===== src/pkg/ifd_defs.vh =====
// constants for the increment file instruction decoder
`ifndef IFD_DEFS_VH
`define IFD_DEFS_VH
// ************************************************************
// opcode field instr[15:10], d and a bits instr[9:8]
// ************************************************************
`define IFD_OP_HI 15
`define IFD_OP_LO 10
`define IFD_OP_INC 6'h0a
`define IFD_OP_INCSZ 6'h0f
`define IFD_OP_INCSNZ 6'h12
`define IFD_D_BIT 9
`define IFD_A_BIT 8
// ************************************************************
// addressing
// ************************************************************
`define IFD_IDX_LIMIT 8'h5f
`define IFD_ACC_HI_BASE 4'hf
`define IFD_ACC_LO_BANK 4'h0
`define IFD_RST_BYTE 8'h00
`define IFD_RST_ADDR 12'h000
`define IFD_RST_Q 2'h0
`define IFD_OV_RESULT 8'h80
// ************************************************************
// phases and skip counts
// ************************************************************
`define IFD_PH_READ 2'h1
`define IFD_PH_PROCESS 2'h2
`define IFD_PH_WRITE 2'h3
`define IFD_SKIP_ONE 2'h1
`define IFD_SKIP_TWO 2'h2
`endif


===== src/core/ifd_addr_calc.v =====
// operand address calculation for byte-oriented file operations
`default_nettype none
module ifd_addr_calc
(
  input wire [7:0] f_i,
  input wire a_i,
  input wire ext_en_i,
  input wire [3:0] bank_select_register_i,
  input wire [7:0] fsr2_lo_i,
  input wire [3:0] fsr2_hi_i,
  output wire [11:0] addr_o,
  output wire indexed_o
);
`include "ifd_defs.vh"
  wire [8:0] sum;
  assign indexed_o = ext_en_i & ~a_i & (f_i <= `IFD_IDX_LIMIT);
  // indexed: literal offset added to the index pointer
  assign sum = {1'b0, fsr2_lo_i} + {1'b0, f_i};
  assign addr_o = indexed_o ? {fsr2_hi_i + {3'h0, sum[8]}, sum[7:0]} :
    a_i ? {bank_select_register_i, f_i} :
    (f_i[7] ? {`IFD_ACC_HI_BASE, f_i} : {`IFD_ACC_LO_BANK, f_i});
endmodule
`default_nettype wire


===== src/core/ifd_core.v =====
// decode and execute of the three increment file instructions
// Functional notes
// - opcode 001010 d a f is decoded as a plain increment of file register f.
// - d=0 writes the result to the working register, d=1 back to file register f.
// - a=0 addresses the access bank, a=1 uses the bank select register bank.
// - with extended set on, a=0 and f at most 5fh the operand is indexed literal offset.
// - opcode 001111 increments, stores, keeps flags and skips the next instruction, one or two words, if zero.
// - opcode 010010 increments, stores, keeps flags and skips the next instruction, one or two words, if nonzero.
`default_nettype none
module ifd_core
(
  input wire clk_i,
  input wire nrst_i,
  input wire [15:0] instr_i,
  input wire instr_valid_i,
  input wire next_two_word_i,
  input wire ext_en_i,
  input wire [3:0] bank_select_register_i,
  input wire [7:0] fsr2_lo_i,
  input wire [3:0] fsr2_hi_i,
  input wire [7:0] rdata_i,
  output reg [11:0] addr_o,
  output reg rd_o,
  output reg [7:0] wdata_o,
  output reg wr_file_o,
  output reg wr_w_o,
  output reg flags_we_o,
  output reg [4:0] flags_o,
  output reg skip_o,
  output reg no_operation_o,
  output reg busy_o
);
`include "ifd_defs.vh"
  // ************************************************************
  // decode
  // ************************************************************
  localparam S_IDLE = 2'h0;
  localparam S_EXEC = 2'h1;
  localparam S_NOP = 2'h2;
  // kind codes of the three accepted forms
  localparam K_INC = 2'h0;
  localparam K_SZ = 2'h1;
  localparam K_SNZ = 2'h2;
  // ************************************************************
  // helper functions
  // ************************************************************
  // opcode match, shared by the three decoders
  function op_hit;
    input [5:0] opc;
    input [5:0] code;
    begin
      op_hit = (opc == code);
    end
  endfunction
  // zero test, used by the flags and by both skip forms
  function is_zero_byte;
    input [7:0] b;
    begin
      is_zero_byte = (b == 8'h00);
    end
  endfunction
  // wraps at ffh; the carry is rebuilt from the zero result
  function [7:0] incr_byte;
    input [7:0] b;
    begin
      incr_byte = b + 8'h01;
    end
  endfunction
  // order n ov z dc c; only 7fh to 80h overflows, only ffh to 00h carries
  function [4:0] incr_flags;
    input [7:0] r;
    begin
      incr_flags = {r[7], (r == `IFD_OV_RESULT), is_zero_byte(r), (r[3:0] == 4'h0),
        is_zero_byte(r)};
    end
  endfunction
  // the plain form never skips
  function skip_taken;
    input [1:0] k;
    input [7:0] r;
    begin
      skip_taken = ((k == K_SZ) && is_zero_byte(r)) || ((k == K_SNZ) && !is_zero_byte(r));
    end
  endfunction
  // ************************************************************
  // opcode and operand
  // ************************************************************
  wire [5:0] op = instr_i[`IFD_OP_HI:`IFD_OP_LO];
  wire is_inc = op_hit(op, `IFD_OP_INC);
  wire is_sz = op_hit(op, `IFD_OP_INCSZ);
  wire is_snz = op_hit(op, `IFD_OP_INCSNZ);
  // other opcodes are not ours and pass by untouched
  wire take = instr_valid_i && (is_inc || is_sz || is_snz);
  // worked out combinationally, latched into addr_o at the take
  wire [11:0] calc_addr;
  ifd_addr_calc u_addr
  (
    .f_i(instr_i[7:0]),
    .a_i(instr_i[`IFD_A_BIT]),
    .ext_en_i(ext_en_i),
    .bank_select_register_i(bank_select_register_i),
    .fsr2_lo_i(fsr2_lo_i),
    .fsr2_hi_i(fsr2_hi_i),
    .addr_o(calc_addr),
    .indexed_o()
  );
  // registered decode, kept for the whole instruction
  reg [1:0] state;
  reg [1:0] q;
  reg [1:0] next_q;
  reg [1:0] kind;
  reg dest;
  reg [1:0] nops;
  wire [7:0] sum = incr_byte(rdata_i);
  // ************************************************************
  // phase counter
  // ************************************************************
  // idle parks q; a take starts the read phase, then q wraps each cycle
  always @*
  begin
    next_q = q + 2'h1;
    if (state == S_IDLE)
      next_q = take ? `IFD_PH_READ : q;
  end
  // ************************************************************
  // four-phase execution
  // ************************************************************
  always @(posedge clk_i)
  begin
    if (!nrst_i)
    begin
      state <= S_IDLE;
      q <= `IFD_RST_Q;
      kind <= 2'h0;
      dest <= 1'b0;
      nops <= 2'h0;
      addr_o <= `IFD_RST_ADDR;
      rd_o <= 1'b0;
      wdata_o <= `IFD_RST_BYTE;
      wr_file_o <= 1'b0;
      wr_w_o <= 1'b0;
      flags_we_o <= 1'b0;
      flags_o <= 5'h00;
      skip_o <= 1'b0;
      no_operation_o <= 1'b0;
      busy_o <= 1'b0;
    end
    else
    begin
      rd_o <= 1'b0;
      wr_file_o <= 1'b0;
      wr_w_o <= 1'b0;
      flags_we_o <= 1'b0;
      skip_o <= 1'b0;
      q <= next_q;
      case (state)
        S_IDLE:
        begin
          no_operation_o <= 1'b0;
          if (take)
          begin
            state <= S_EXEC;
            busy_o <= 1'b1;
            kind <= is_inc ? K_INC : (is_sz ? K_SZ : K_SNZ);
            dest <= instr_i[`IFD_D_BIT];
            // held until the next take so the file side keeps its target
            addr_o <= calc_addr;
            rd_o <= 1'b1;
          end
        end
        S_EXEC:
        begin
          if (q == `IFD_PH_PROCESS)
            wdata_o <= sum;
          if (q == `IFD_PH_WRITE)
          begin
            wr_file_o <= dest;
            wr_w_o <= ~dest;
            // skip forms leave the status flags alone
            if (kind == K_INC)
            begin
              flags_we_o <= 1'b1;
              flags_o <= incr_flags(wdata_o);
            end
            if (skip_taken(kind, wdata_o))
            begin
              skip_o <= 1'b1;
              state <= S_NOP;
              // sampled at q4, when the size of the fetched word is known
              nops <= next_two_word_i ? `IFD_SKIP_TWO : `IFD_SKIP_ONE;
              no_operation_o <= 1'b1;
            end
            else
            begin
              state <= S_IDLE;
              busy_o <= 1'b0;
            end
          end
        end
        S_NOP:
        begin
          // fetched word is dropped; one full q cycle per skipped word
          if (q == `IFD_PH_WRITE)
          begin
            nops <= nops - `IFD_SKIP_ONE;
            if (nops == `IFD_SKIP_ONE)
            begin
              state <= S_IDLE;
              busy_o <= 1'b0;
              no_operation_o <= 1'b0;
            end
          end
        end
        default:
          state <= S_IDLE;
      endcase
    end
  end
endmodule
`default_nettype wire


===== config.mk =====
export PLATFORM = sky130hd
export DESIGN_NAME = ifd_core
export DESIGN_NICKNAME = d
export VERILOG_FILES = /design/src/core/ifd_addr_calc.v /design/src/core/ifd_core.v
export VERILOG_INCLUDE_DIRS = /design/src /design/src/pkg
export SDC_FILE = /design/constraint.sdc
export NUM_CORES = 1
export LEC_CHECK = 0
export BUFFER_PORTS_ARGS = -buffer_cell sky130_fd_sc_hd__clkbuf_2
export CAP_MARGIN = 20
export CORE_MARGIN = 1
export CORE_UTILIZATION = 55
export CTS_CLUSTER_DIAMETER = 60
export CTS_CLUSTER_SIZE = 20
export DETAILED_ROUTE_END_ITERATION = 10
export GPL_TIMING_DRIVEN = 1
export HOLD_SLACK_MARGIN = 0.05
export PLACE_DENSITY_LB_ADDON = 0.25
export SLEW_MARGIN = 20
export SYNTH_ARGS = -nofsm -noshare
export SYNTH_HDL_FRONTEND = slang
export SYNTH_SLANG_ARGS = --single-unit
export TNS_END_PERCENT = 1

===== constraint.sdc =====
create_clock -name clk_i -period 8.8 [get_ports clk_i]
set_input_delay 1.32 -clock clk_i [delete_from_list [all_inputs] [get_ports clk_i]]
set_output_delay 1.32 -clock clk_i [all_outputs]
set_load 0.02 [all_outputs]

==> flow_metrics.env <==
export IMPL_synth_top_area_frac=0.3401
export IMPL_ys_flop_type="dfxtp_1"
export IMPL_use_met2=0.4463
export IMPL_core_area_mm2=0.004058
export IMPL_gp_congestion=0.8525
export IMPL_clock_skew_ns=0.007339
export IMPL_postSynthAreaPerCell_um2=8.625
export IMPL_place_area_mm2=0.002761
export IMPL_rsz0062_at_grt="false"
export IMPL_port_buffers=76
export IMPL_fillers=341
export IMPL_fmax_ghz=0.2674
export IMPL_r2r_cells=7
export IMPL_postCtsHoldBufs=0
export IMPL_cp_max_fo=3
export IMPL_syn_inst=273
export IMPL_wl_mm=5.311
export IMPL_post_drt_wl_per_cell_um=13.38
export IMPL_die_h_um=67.43
export IMPL_dpl_worst_slack_ns=4.723
export IMPL_fin_util=0.7117
export IMPL_setup_tns_ns=0
export IMPL_synth_top_cell_by_area="dfxtp_1"
export IMPL_tritoncts="done"
export IMPL_critPathCaptureType="register"
export IMPL_cp_start_kind="input port"
export IMPL_boundaryPins=77
export IMPL_clock_latency_ns=0.29
export IMPL_slew_viol_final=0
export IMPL_vias=2231
export IMPL_grt_met3_usage=0.06419
export IMPL_die_w_um=67.43
export IMPL_timing_rr_end="addr_o[6]$_SDFFE_PN0P_"
export IMPL_p_leak_nw=1.243
export IMPL_syn_to_final_growth_pct=22.64
export IMPL_hold_violations=0
export IMPL_clk_pin_slew_ns=0.08
export IMPL_ant_nets=0
export IMPL_synth_seq_cells=40
export IMPL_cts_resized=0
export IMPL_met1_usage=0.2564
export IMPL_drive_above_1_share=0.2795
export IMPL_p_total_mw=0.4065
export IMPL_grt_usage=0.2437
export IMPL_synth_fp_nets=337
export IMPL_grt_max_degree=30
export IMPL_whs_ns=0.4565
export IMPL_grt_pass1_wl_mm=8.355
export IMPL_first_pass_iters=4
export IMPL_cts_root_buf="clkbuf_8"
export IMPL_overflow=0
export IMPL_syn_area_mm2=0.002355
export IMPL_drt_iter0_drc=91
export IMPL_setup_ws_ns=5.061
export IMPL_clockBufferDepth=2
export IMPL_cts_setup_buffers=0
export IMPL_regToRegSetupSlack_ns=6.43
export IMPL_gr_max_usage_layer="met2"
export IMPL_start_util=0.5803
export IMPL_antennaDiodeCount=0
export IMPL_postLayoutCellArea_mm2=0.002888
export IMPL_ys_seq_area_frac=0.3401
export IMPL_dpl_cell_count=389
export IMPL_grt_antenna_before_repair=0
export IMPL_status="finished clean"
export IMPL_cp_endpoint="addr_o[10]$_SDFFE_PN0P_"
export IMPL_drc=0
export IMPL_htreeDepth=2
export IMPL_synth_warnings=0
export IMPL_fin_crit_sh=0.4249
export IMPL_pwr_density_cell_mw_per_mm2=140.8
export IMPL_tightest_slew_ns=0.7200
export IMPL_regArea_um2=800.8
export IMPL_synthArstFlopShare=0
export IMPL_ys_types=54
export IMPL_critPathKind="input port to register"
export IMPL_num_rows=23
export IMPL_clkSinkCount=40
export IMPL_dp_hpwl_mm=4.109
export IMPL_required_ns=8.96
export IMPL_hold_path_class="register to register"
export IMPL_fin_crit_ns=3.739
export IMPL_routed_via_density=5.620
export IMPL_maxCapViolations=0
export IMPL_crit_start="instr_i[0]"
export IMPL_cts_made_buffers=5
export IMPL_grt_pass1_vias=2037
export IMPL_r2r_start="state[1]$_SDFFE_PN0P_"
export IMPL_crit_arrival_ns=3.90
export IMPL_synth_edff_count=0
export IMPL_die_area_mm2=0.004547
export IMPL_stdcell_count=397
export IMPL_slew_headroom=0.5171
export IMPL_multi_input_area_mm2=0.001480
export IMPL_synth_area_leaders="dfxtp_1 34%, ha_1 9.6%, nor2_1 5.3%, a211oi_1 4.5%, mux2i_1 3.4%"
export IMPL_setup_viol=0
export IMPL_num_nets_final=410
export IMPL_ir_drop_mv=0.07738
state kept, by name, summed over array words and instances (netlist names), 2 cells and up:
register,count
addr_o,12
flags_o,4
kind,2
nops,2
q,2
state,2
wdata_o,8
cell usage in the layout (no fill, tap or decap), types with 5 or more instances in the layout:
cell type	instances
clkbuf_2	76
dfxtp_1	40
nor2_1	33
ha_1	18
nand2_1	17
a211oi_1	14
o21ai_0	12
a21oi_1	12
nand2b_1	11
mux2i_1	8
nand3_1	8
inv_1	7
nor3_1	7
clkbuf_8	7
xnor2_1	6
a221oi_1	6
a31oi_1	5
cells in the mapped netlist, types with 3 or more instances:
cell and instances:
nor3_1 7, nor2b_1 5, xor2_1 4, clkbuf_1 8, nand3_1 8, o21ai_0 12, a211oi_1 14, a21o_1 4
o21a_1 3, nor2_1 33, xnor2_1 6, a21oi_1 12, a221oi_1 6, nand2b_1 11, ha_1 18, inv_1 7
dfxtp_1 40, nor4_1 3, a31oi_1 5, nand2_1 17, mux2i_1 8
power by group:
part / internal, mW / leakage, nW / switching (mW)
logic: 0.0269 / 0.856 / 0.0330
registers: 0.183 / 0.323 / 0.00115
clock network: 0.100 / 0.0645 / 0.0626
total: 0.310 / 1.24 / 0.0968
worst min-delay path by stage:
stage                      startpoint              endpoint  slack [ns]  cells past startpoint
finish              dest$_SDFFE_PN0P_  wr_file_o$_SDFF_PN0_        0.46                      2
global route        dest$_SDFFE_PN0P_     wr_w_o$_SDFF_PN0_        0.48                      1
CTS                 dest$_SDFFE_PN0P_  wr_file_o$_SDFF_PN0_        0.47                      2
detailed placement  dest$_SDFFE_PN0P_  wr_file_o$_SDFF_PN0_        0.45                      2
global placement    dest$_SDFFE_PN0P_     wr_w_o$_SDFF_PN0_        0.43                      1
floorplan           dest$_SDFFE_PN0P_     wr_w_o$_SDFF_PN0_        0.41                      1
logic make-up (layout without fill, tap and decap cells):
family	Yosys count	count (layout)	synth area share
AOI/OAI and AO/OA	72	72	0.2157
DFF	40	40	0.3401
and+or+nand+nor	105	105	0.2365
buffers and inverters	19	93	0.03241
xor gates and xnor gates	10	10	0.03719
muxes	8	8	0.03401
adders and majority gates	19	19	0.1041
layout make-up:
type | instances | area share
tap | 50 | 0.02166
timing repair buffer | 77 | 0.1343
clock inverter | 1 | 0.01040
multi-input combinational | 214 | 0.5126
inverter | 8 | 0.01040
clock buffer | 7 | 0.03336
sequential | 40 | 0.2773
per-layer routing:
metal	part of all wire	wire [µm]	up-vias
met5	0	0	-
met4	0.017	91	0
met3	0.056	299	9
met2	0.51	2719	78
met1	0.41	2200	992
li1	-	-	1152
worst max-delay path, stage by stage:
cell	delay (ns)
clkbuf_2	0.09
ha_1	0.23
fa_1	0.43
a211oi_1	0.24
nor2_1	0.11
o31a_1	0.25
o21ai_0	0.17
nand2b_1	0.08
ha_1	0.20
ha_1	0.20
xor2_1	0.17
a221oi_1	0.30
a211oi_1	0.12
Note: power is estimated with default switching activity, not from simulation.
